<file path="src/tpu_pkg.sv">
// Shared constants and mode encodings for the timer/counter/PWM unit.
// Assumes all users refer to names with the package scope.
package tpu_pkg;
	// ****************************************
	// Modes and encodings
	// ****************************************
	typedef enum logic [2:0] {
		TPU_MODE_CMP   = 3'h0,
		TPU_MODE_CAP   = 3'h1,
		TPU_MODE_QUAD  = 3'h2,
		TPU_MODE_PWM   = 3'h3,
		TPU_MODE_PRPWM = 3'h4,
		TPU_MODE_PWMDT = 3'h5
	} tpu_mode_t;

	typedef enum logic [1:0] {
		TPU_DIR_UP   = 2'h0,
		TPU_DIR_DOWN = 2'h1,
		TPU_DIR_UPDN = 2'h2
	} tpu_dir_t;

	typedef enum logic [1:0] {
		TPU_EDGE_RISE  = 2'h0,
		TPU_EDGE_FALL  = 2'h1,
		TPU_EDGE_BOTH  = 2'h2,
		TPU_EDGE_LEVEL = 2'h3
	} tpu_edge_t;

	// ****************************************
	// Sizes and reset values
	// ****************************************
	localparam int TPU_WIDTH_WIDE   = 32;
	localparam int TPU_WIDTH_NARROW = 16;
	localparam int TPU_NUM_EVENTS   = 5;
	localparam int TPU_EV_START     = 0;
	localparam int TPU_EV_RELOAD    = 1;
	localparam int TPU_EV_STOP      = 2;
	localparam int TPU_EV_COUNT     = 3;
	localparam int TPU_EV_CAPTURE   = 4;
	localparam int TPU_MAX_PRESCALE = 7;
	localparam int TPU_DT_WIDTH     = 8;
	localparam logic [31:0] TPU_LFSR_SEED = 32'hACE1_0001;
endpackage : tpu_pkg

</file>
<file path="src/tpu_event_detect.sv">
// Event input detector: rising, falling, both edges or level.
// Assumes the selected trigger input is synchronous to clk_sys_in.
`timescale 1ns/10ps
module tpu_event_detect (
	// Clock and reset
	input  wire logic                   clk_sys_in,
	input  wire logic                   resetn_in,
	// Trigger
	input  wire logic                   trig_in,
	input  wire tpu_pkg::tpu_edge_t     edge_sel_in,
	output logic                        event_out
);
	typedef struct packed {
		logic prev;
	} tpu_ed_state_t;

	tpu_ed_state_t state_ff;
	tpu_ed_state_t nxt_state;

	always_comb begin
		nxt_state.prev = trig_in;
	end

	always_ff @(posedge clk_sys_in) begin
		if (!resetn_in) begin
			state_ff <= '0;
		end else begin
			state_ff <= nxt_state;
		end
	end

	always_comb begin
		unique case (edge_sel_in)
			tpu_pkg::TPU_EDGE_RISE:  event_out = trig_in & ~state_ff.prev;
			tpu_pkg::TPU_EDGE_FALL:  event_out = ~trig_in & state_ff.prev;
			tpu_pkg::TPU_EDGE_BOTH:  event_out = trig_in ^ state_ff.prev;
			tpu_pkg::TPU_EDGE_LEVEL: event_out = trig_in;
		endcase
	end
endmodule : tpu_event_detect

</file>
<file path="src/tpu_timer_pwm_unit.sv">
// Timer/counter/PWM unit with selectable modes, events and kill.
// Assumes trigger and phase inputs are synchronous to clk_sys_in.
`timescale 1ns/10ps
module tpu_timer_pwm_unit #(
	parameter int WIDTH   = tpu_pkg::TPU_WIDTH_WIDE,
	parameter int NUM_SRC = 8
) (
	// Clock and reset
	input  wire logic                       clk_sys_in,
	input  wire logic                       resetn_in,
	// Configuration
	input  wire logic                       enable_in,
	input  wire tpu_pkg::tpu_mode_t         mode_in,
	input  wire tpu_pkg::tpu_dir_t          dir_in,
	input  wire logic [2:0]                 prescale_in,
	input  wire logic [tpu_pkg::TPU_DT_WIDTH-1:0] dead_time_in,
	input  wire logic                       kill_level_in,
	// Shadow value writes
	input  wire logic [WIDTH-1:0]           period_buf_in,
	input  wire logic                       period_wr_in,
	input  wire logic [WIDTH-1:0]           compare_buf_in,
	input  wire logic                       compare_wr_in,
	// Trigger sources and selection
	input  wire logic [NUM_SRC-1:0]         trig_src_in,
	input  wire logic [$clog2(NUM_SRC)-1:0] start_sel_in,
	input  wire logic [$clog2(NUM_SRC)-1:0] reload_sel_in,
	input  wire logic [$clog2(NUM_SRC)-1:0] stop_sel_in,
	input  wire logic [$clog2(NUM_SRC)-1:0] count_sel_in,
	input  wire logic [$clog2(NUM_SRC)-1:0] capture_sel_in,
	input  wire tpu_pkg::tpu_edge_t         start_edge_in,
	input  wire tpu_pkg::tpu_edge_t         reload_edge_in,
	input  wire tpu_pkg::tpu_edge_t         stop_edge_in,
	input  wire tpu_pkg::tpu_edge_t         count_edge_in,
	input  wire tpu_pkg::tpu_edge_t         capture_edge_in,
	// Kill and quadrature phases
	input  wire logic                       kill_in,
	input  wire logic                       phase_a_in,
	input  wire logic                       phase_b_in,
	// Status and outputs
	output logic [WIDTH-1:0]                count_out,
	output logic [WIDTH-1:0]                capture_out,
	output logic                            running_out,
	output logic                            underflow_out,
	output logic                            overflow_out,
	output logic                            cc_event_out,
	output logic                            irq_tc_out,
	output logic                            irq_cc_out,
	output logic                            pwm_out,
	output logic                            pwm_n_out
);
	if (WIDTH != tpu_pkg::TPU_WIDTH_WIDE &&
	    WIDTH != tpu_pkg::TPU_WIDTH_NARROW) begin : g_bad_width
		$error("Counter width must be 16 or 32");
	end
	if (NUM_SRC < 2) begin : g_bad_src
		$error("At least two trigger sources are needed");
	end

	// ****************************************
	// Event selection and detection
	// ****************************************
	logic [tpu_pkg::TPU_NUM_EVENTS-1:0] ev_raw;
	logic [tpu_pkg::TPU_NUM_EVENTS-1:0] ev;
	tpu_pkg::tpu_edge_t ev_edge [tpu_pkg::TPU_NUM_EVENTS];

	assign ev_raw[tpu_pkg::TPU_EV_START]   = trig_src_in[start_sel_in];
	assign ev_raw[tpu_pkg::TPU_EV_RELOAD]  = trig_src_in[reload_sel_in];
	assign ev_raw[tpu_pkg::TPU_EV_STOP]    = trig_src_in[stop_sel_in];
	assign ev_raw[tpu_pkg::TPU_EV_COUNT]   = trig_src_in[count_sel_in];
	assign ev_raw[tpu_pkg::TPU_EV_CAPTURE] = trig_src_in[capture_sel_in];
	assign ev_edge[tpu_pkg::TPU_EV_START]   = start_edge_in;
	assign ev_edge[tpu_pkg::TPU_EV_RELOAD]  = reload_edge_in;
	assign ev_edge[tpu_pkg::TPU_EV_STOP]    = stop_edge_in;
	assign ev_edge[tpu_pkg::TPU_EV_COUNT]   = count_edge_in;
	assign ev_edge[tpu_pkg::TPU_EV_CAPTURE] = capture_edge_in;

	for (genvar g = 0; g < tpu_pkg::TPU_NUM_EVENTS; g++) begin : g_ev
		tpu_event_detect u_det (
			.clk_sys_in  (clk_sys_in),
			.resetn_in   (resetn_in),
			.trig_in     (ev_raw[g]),
			.edge_sel_in (ev_edge[g]),
			.event_out   (ev[g])
		);
	end

	// ****************************************
	// State
	// ****************************************
	typedef struct packed {
		logic [WIDTH-1:0]                  cnt;
		logic [WIDTH-1:0]                  period;
		logic [WIDTH-1:0]                  period_sh;
		logic [WIDTH-1:0]                  compare;
		logic [WIDTH-1:0]                  compare_sh;
		logic [WIDTH-1:0]                  capture;
		logic [tpu_pkg::TPU_MAX_PRESCALE-1:0] pre;
		logic [31:0]                       lfsr;
		logic [tpu_pkg::TPU_DT_WIDTH-1:0]  dt_cnt;
		logic                              running;
		logic                              down;
		logic                              pwm_raw;
		logic                              pwm_main;
		logic                              pwm_comp;
		logic                              qa;
		logic                              qb;
		logic                              unf;
		logic                              ovf;
		logic                              cce;
	} tpu_state_t;

	tpu_state_t state_ff;
	tpu_state_t nxt_state;

	function automatic logic is_pwm(input tpu_pkg::tpu_mode_t m);
		return m == tpu_pkg::TPU_MODE_PWM || m == tpu_pkg::TPU_MODE_PRPWM ||
		       m == tpu_pkg::TPU_MODE_PWMDT;
	endfunction : is_pwm

	logic                                 tick;
	logic [tpu_pkg::TPU_MAX_PRESCALE-1:0] pre_mask;
	logic                                 step;
	logic                                 at_top;
	logic                                 at_zero;
	logic                                 q_move;
	logic                                 q_up;
	logic                                 raw_level;

	always_comb begin
		nxt_state = state_ff;
		nxt_state.unf = 1'b0;
		nxt_state.ovf = 1'b0;
		nxt_state.cce = 1'b0;
		pre_mask = tpu_pkg::TPU_MAX_PRESCALE'((8'h01 << prescale_in) - 8'h01);
		tick = (state_ff.pre & pre_mask) == pre_mask;
		nxt_state.pre = state_ff.running ? state_ff.pre + 1'b1 : '0;
		at_top = state_ff.cnt >= state_ff.period;
		at_zero = state_ff.cnt == '0;
		nxt_state.qa = phase_a_in;
		nxt_state.qb = phase_b_in;
		q_move = (phase_a_in ^ state_ff.qa) ^ (phase_b_in ^ state_ff.qb);
		q_up = phase_a_in ^ state_ff.qb;
		if (mode_in == tpu_pkg::TPU_MODE_QUAD) begin
			step = state_ff.running && q_move;
		end else if (count_edge_in == tpu_pkg::TPU_EDGE_LEVEL) begin
			step = state_ff.running && tick && ev[tpu_pkg::TPU_EV_COUNT];
		end else begin
			step = state_ff.running && ev[tpu_pkg::TPU_EV_COUNT] && tick;
		end
		if (period_wr_in) begin
			nxt_state.period_sh = period_buf_in;
		end
		if (compare_wr_in) begin
			nxt_state.compare_sh = compare_buf_in;
		end
		if (ev[tpu_pkg::TPU_EV_START] && enable_in) begin
			nxt_state.running = 1'b1;
		end
		if (ev[tpu_pkg::TPU_EV_RELOAD] && enable_in) begin
			nxt_state.running = 1'b1;
			nxt_state.period = state_ff.period_sh;
			nxt_state.compare = state_ff.compare_sh;
			nxt_state.cnt = (dir_in == tpu_pkg::TPU_DIR_DOWN) ?
			                state_ff.period_sh : '0;
			nxt_state.down = dir_in == tpu_pkg::TPU_DIR_DOWN;
		end else if (step) begin
			if (mode_in == tpu_pkg::TPU_MODE_QUAD) begin
				nxt_state.cnt = q_up ? state_ff.cnt + 1'b1 : state_ff.cnt - 1'b1;
				nxt_state.ovf = q_up && at_top;
				nxt_state.unf = !q_up && at_zero;
			end else if (!state_ff.down) begin
				if (at_top) begin
					nxt_state.ovf = 1'b1;
					nxt_state.period = state_ff.period_sh;
					nxt_state.compare = state_ff.compare_sh;
					if (dir_in == tpu_pkg::TPU_DIR_UPDN) begin
						nxt_state.down = 1'b1;
						nxt_state.cnt = state_ff.cnt - 1'b1;
					end else begin
						nxt_state.cnt = '0;
					end
				end else begin
					nxt_state.cnt = state_ff.cnt + 1'b1;
				end
			end else begin
				if (at_zero) begin
					nxt_state.unf = 1'b1;
					nxt_state.period = state_ff.period_sh;
					nxt_state.compare = state_ff.compare_sh;
					if (dir_in == tpu_pkg::TPU_DIR_UPDN) begin
						nxt_state.down = 1'b0;
						nxt_state.cnt = state_ff.cnt + 1'b1;
					end else begin
						nxt_state.cnt = state_ff.period_sh;
					end
				end else begin
					nxt_state.cnt = state_ff.cnt - 1'b1;
				end
			end
			if (mode_in == tpu_pkg::TPU_MODE_CMP &&
			    state_ff.cnt == state_ff.compare) begin
				nxt_state.cce = 1'b1;
			end
			nxt_state.lfsr = {state_ff.lfsr[30:0],
			                  state_ff.lfsr[31] ^ state_ff.lfsr[21] ^
			                  state_ff.lfsr[1] ^ state_ff.lfsr[0]};
		end
		if (ev[tpu_pkg::TPU_EV_CAPTURE] && state_ff.running &&
		    mode_in == tpu_pkg::TPU_MODE_CAP) begin
			nxt_state.capture = state_ff.cnt;
			nxt_state.cce = 1'b1;
		end
		if (ev[tpu_pkg::TPU_EV_STOP] || !enable_in) begin
			nxt_state.running = 1'b0;
		end
		// Pseudo-random mode compares against scrambled bits to spread spectrum.
		if (mode_in == tpu_pkg::TPU_MODE_PRPWM) begin
			raw_level = state_ff.lfsr[WIDTH-1:0] < state_ff.compare;
		end else begin
			raw_level = state_ff.cnt < state_ff.compare;
		end
		nxt_state.pwm_raw = raw_level;
		if (mode_in == tpu_pkg::TPU_MODE_PWMDT) begin
			// A level change restarts the gap; both sides stay low meanwhile.
			if (raw_level != state_ff.pwm_raw) begin
				nxt_state.dt_cnt = dead_time_in;
				nxt_state.pwm_main = raw_level && dead_time_in == '0;
				nxt_state.pwm_comp = !raw_level && dead_time_in == '0;
			end else if (state_ff.dt_cnt != '0) begin
				// The last tick releases the waiting side, so the gap is exact.
				if (tick) begin
					nxt_state.dt_cnt = state_ff.dt_cnt - 1'b1;
					nxt_state.pwm_main = raw_level && nxt_state.dt_cnt == '0;
					nxt_state.pwm_comp = !raw_level && nxt_state.dt_cnt == '0;
				end
			end else begin
				nxt_state.pwm_main = raw_level;
				nxt_state.pwm_comp = !raw_level;
			end
		end else begin
			nxt_state.dt_cnt = '0;
			nxt_state.pwm_main = raw_level;
			nxt_state.pwm_comp = !raw_level;
		end
	end

	always_ff @(posedge clk_sys_in) begin
		if (!resetn_in) begin
			state_ff <= '0;
			state_ff.lfsr <= tpu_pkg::TPU_LFSR_SEED;
		end else begin
			state_ff <= nxt_state;
		end
	end

	// ****************************************
	// Outputs
	// ****************************************
	logic pwm_active;
	assign pwm_active = is_pwm(mode_in) && state_ff.running;

	assign count_out     = state_ff.cnt;
	assign capture_out   = state_ff.capture;
	assign running_out   = state_ff.running;
	assign underflow_out = state_ff.unf;
	assign overflow_out  = state_ff.ovf;
	assign cc_event_out  = state_ff.cce;
	assign irq_tc_out    = state_ff.ovf | state_ff.unf;
	assign irq_cc_out    = state_ff.cce;
	assign pwm_out   = kill_in ? kill_level_in :
	                   (pwm_active & state_ff.pwm_main);
	assign pwm_n_out = kill_in ? kill_level_in :
	                   (pwm_active & state_ff.pwm_comp);
endmodule : tpu_timer_pwm_unit

</file>
<file path="config.mk">
export PLATFORM = sky130hd
export DESIGN_NAME = tpu_timer_pwm_unit
export DESIGN_NICKNAME = d
export VERILOG_FILES = /design/src/tpu_pkg.sv /design/src/tpu_event_detect.sv /design/src/tpu_timer_pwm_unit.sv
export SDC_FILE = /design/constraint.sdc
export NUM_CORES = 1
export LEC_CHECK = 0
export ABC_AREA = 1
export BUFFER_PORTS_ARGS = -buffer_cell sky130_fd_sc_hd__buf_4
export CAP_MARGIN = 20
export CELL_PAD_IN_SITES_DETAIL_PLACEMENT = 1
export CELL_PAD_IN_SITES_GLOBAL_PLACEMENT = 2
export CORE_MARGIN = 5
export CORE_UTILIZATION = 30
export CTS_CLUSTER_DIAMETER = 50
export DETAILED_ROUTE_END_ITERATION = 8
export HOLD_SLACK_MARGIN = 0.05
export PLACE_DENSITY = 0.82
export SLEW_MARGIN = 20
export SYNTH_ARGS = -nofsm -noshare
export SYNTH_HDL_FRONTEND = slang
export SYNTH_HIERARCHICAL = 1
export SYNTH_SLANG_ARGS = --single-unit
</file>
<file path="constraint.sdc">
create_clock -name clk_sys_in -period 2.4 [get_ports clk_sys_in]
set_input_delay 0.24 -clock clk_sys_in [delete_from_list [all_inputs] [get_ports clk_sys_in]]
set_output_delay 0.24 -clock clk_sys_in [all_outputs]
set_load 0.1 [all_outputs]
</file>
==> results.md <==
* Status: finished, violations left
* Violated checks: setup timing
* Pwr Density at 717.9 mW/mm^2
* Share of the synthesized area in the top cell type at 29.39%
* CORE AREA at 0.05737 sq mm
* Die area at 0.06257 sq mm
* Placed inst area at 0.02072 sq mm
* Final Power at 17.91 mW
* Max Clk Rate at 0.4093 GHz
* Lkg Pwr at 11.29 nW
* Minimum clock period at 2443 ps
* Crit-path max cell delay at 370 ps
* Initial Util at 30.16%
* Crit path required time at 2850 ps
* CTS tree: yes
* Asr flop ratio synth at 0%
* First-pass GRT wire length at 117100 um
* Avg WL per Cell at 20.45 um
* Synth unique cells at 46
* GRT Resource Usage Total at 23.38%
* PnR worst setup slack at -43.18 ps
* Hold/Removal Path Class: primary input to register
* 1st-iter DRT viols at 1119
* CTS max path bufs at 3
* Post-synth EDFFs at 0
* Dpl hpwl at 56910 um
* Endpoints failing setup at 18
* Worst Path Max Fanout at 8
* Main synth FF type: dfxtp_1
* Sum Neg Setup Slack at -306.9 ps
* TritonCTS Buffers at 41
* Layout cell share with drive strength beyond 1 at 31.90%
* CTS H-tree lvls at 2
* Reg clk slew, reported paths at 60 ps
* Max IR drop VDD at 642.7 uV
* Sequential share of the synthesized area at 29.39%
* Placed Cells at 3633
* Vias per cell at 5.063
* Largest net degree at the start of global routing at 86
* Max-slew headroom at 36.91%
* CP most frequent cell: nand2_4
* Cell with the most instances after synthesis: nand2_1
* CP Cell Sequence: ha_1 -> a21o_1 -> nand3_1 -> nand3_2 -> a21oi_4 -> nand2_4 -> buf_6 -> o21ai_4 -> nand2_4 -> buf_12 -> buf_16 -> nand2_2 -> a21oi_2
* DIE WIDTH at 250.1 um
* Cell Count, Final, Fillers Out at 3838
* Final Skew at 23.01 ps
* Post-DRT Antenna Nets at 0
* Final Hold Vio Count at 0
* Leading area contributor after synthesis: dfxtp_1
* IO buf count at 193
* Row Count at 88
* Final instance area at 0.02495 sq mm
* Final-layout fill cell count at 7112
* Crit. End Element: register
* Tcrit/Tclk final at 101.8%
* Max-cap violations at 0
* Synthesized area per cell at 6.643 sq um
* Reg area at 0.005185 sq mm
* Hold path depth at 5
* Largest cells by area after synthesis: dfxtp_1, nand2_1, ha_1
* YS warnings at 6
* Multi-input gate area at 0.01131 sq mm
* Slowest stage cell, crit path: dfxtp_2
* Chip height at 250.1 um
* Initial antenna violation count at 1
* Wirelength, routed at 78480 um
* NumNets Final at 3275
* Cells after Synth at 2604
* Max-slew violation count at 0
* Least-Margin Pin Slew at 945.3 ps
* Root Buffer: clkbuf_16
* Clk_lat worst skew at 580 ps
* Gr ovfl total at 0
* Top cells by count, synth: nand2_1, nor2_1, inv_1
* Via count at 19430
* Ports at 194
* Placer Congestion at 0.9195
* Drt pass-1 iters at 5
* Vias in the first global route at 20340
* Cell Area, Synth at 0.01730 sq mm
* Worst reg-to-reg path cell count at 13
* Crit Path Class: register to register
* CP startpoint kind: register
* Worst EP arrival at 2890 ps
* Remaining DRCs at 0
* Unrepaired setup endpoints after global routing: true
* FF+latch count, synth at 254
* Syn_nets at 2839
* CTS sink cnt at 254
* Synthesis-to-finish area growth at 44.21%
* Fin util at 43.49%
## path summary, 6_finish.rpt
kind | startpoint | to | slack, ps
setup / recovery | count_out[21] | state_ff[192] | -40
setup reg to reg | count_out[21] | state_ff[192] | -40
hold reg to reg | state_ff[116] | state_ff[148] | 450
hold / removal | dead_time_in[7] | state_ff[17] | 80
## critical path: cells and delay by family, from the launching register on
family	cells	cell delay [ps]
buf+inv	3	460
simple gates	5	520
compound gates	4	640
fa+ha+maj	1	330
flops	1	370
## layout make-up
type	count	share of cell area [%]
multi-input cells	1876	45.34
flip-flops and latches	254	20.78
repair buffers	586	20.17
clock buffers	53	4.579
inverters	281	4.293
well taps	765	3.837
clock inverters	22	0.9881
diodes	1	0.01003
## flip-flops by register name, indices dropped and copies added, names as in the netlist
register             flops
capture_out             32
running_out              1
count_out               32
underflow_out            1
state_ff               181
cc_event_out             1
overflow_out             1
g_ev.u_det/state_ff      5
## placed cells by master (no fill, tap or decap), types with 6 or more instances in the layout
| cell type | instances |
|---|---|
| a21oi_1 | 171 |
| a21oi_2 | 74 |
| a31oi_1 | 8 |
| buf_12 | 17 |
| buf_4 | 463 |
| buf_6 | 12 |
| buf_8 | 6 |
| clkbuf_1 | 6 |
| clkbuf_16 | 47 |
| dfxtp_1 | 204 |
| dfxtp_2 | 35 |
| dfxtp_4 | 15 |
| dlygate4sd3_1 | 81 |
| ha_1 | 88 |
| ha_4 | 25 |
| inv_1 | 250 |
| inv_2 | 24 |
| inv_6 | 7 |
| nand2_1 | 459 |
| nand2_2 | 76 |
| nand2_4 | 22 |
| nand3_1 | 158 |
| nand3_2 | 21 |
| nand4_1 | 48 |
| nor2_1 | 261 |
| nor2_2 | 30 |
| nor2_4 | 33 |
| nor3_1 | 17 |
| nor3_2 | 8 |
| o211ai_1 | 32 |
| o21ai_0 | 204 |
| o21ai_1 | 27 |
| o21bai_1 | 6 |
| or2_2 | 6 |
| xnor2_1 | 6 |
| xor2_1 | 46 |
| xor2_2 | 9 |
## power breakdown
part	internal, mW	switching (mW)
registers	4.49	0.307
logic	2.71	4.31
clock network	3.66	2.42
## timing repair
| action | CTS | global route |
|---|---|---|
| hold buffers | 81 | 0 |
| hold endpoints to repair | 80 | 0 |
| buffers inserted | 19 | 24 |
| pin swaps | 15 | 77 |
| gates resized for setup | 136 | 268 |
| cloned | 3 | 6 |
| setup endpoints to repair | 110 | 157 |
## per-stage QoR
step,hold slack (ps),worst slack (ps)
3_3_place_gp,443.4,-384.8
6_report,83.16,-43.18
2_1_floorplan,333.5,94.28
5_1_grt,86.88,-156.4
3_5_place_dp,453.7,-413.2
4_1_cts,50.59,-22.37
## cell families after synthesis
kind of cell    count (synthesis)  synth area share (%)
fa+ha+maj                     113                 8.173
flops                         254                 29.39
buf+inv                       474                 12.79
xor+xnor                       62                 3.182
simple gates                 1158                 28.97
compound gates                543                 17.49
## layer usage
layer	wire length (um)	vias up	track usage (%)
met5	0	-	0
met4	2798	0	8.530
met3	4058	128	3.582
met2	37180	516	39.29
met1	34440	9468	30.48
li1	-	9318	-
No activity file was read; power rests on OpenSTA's default activity.
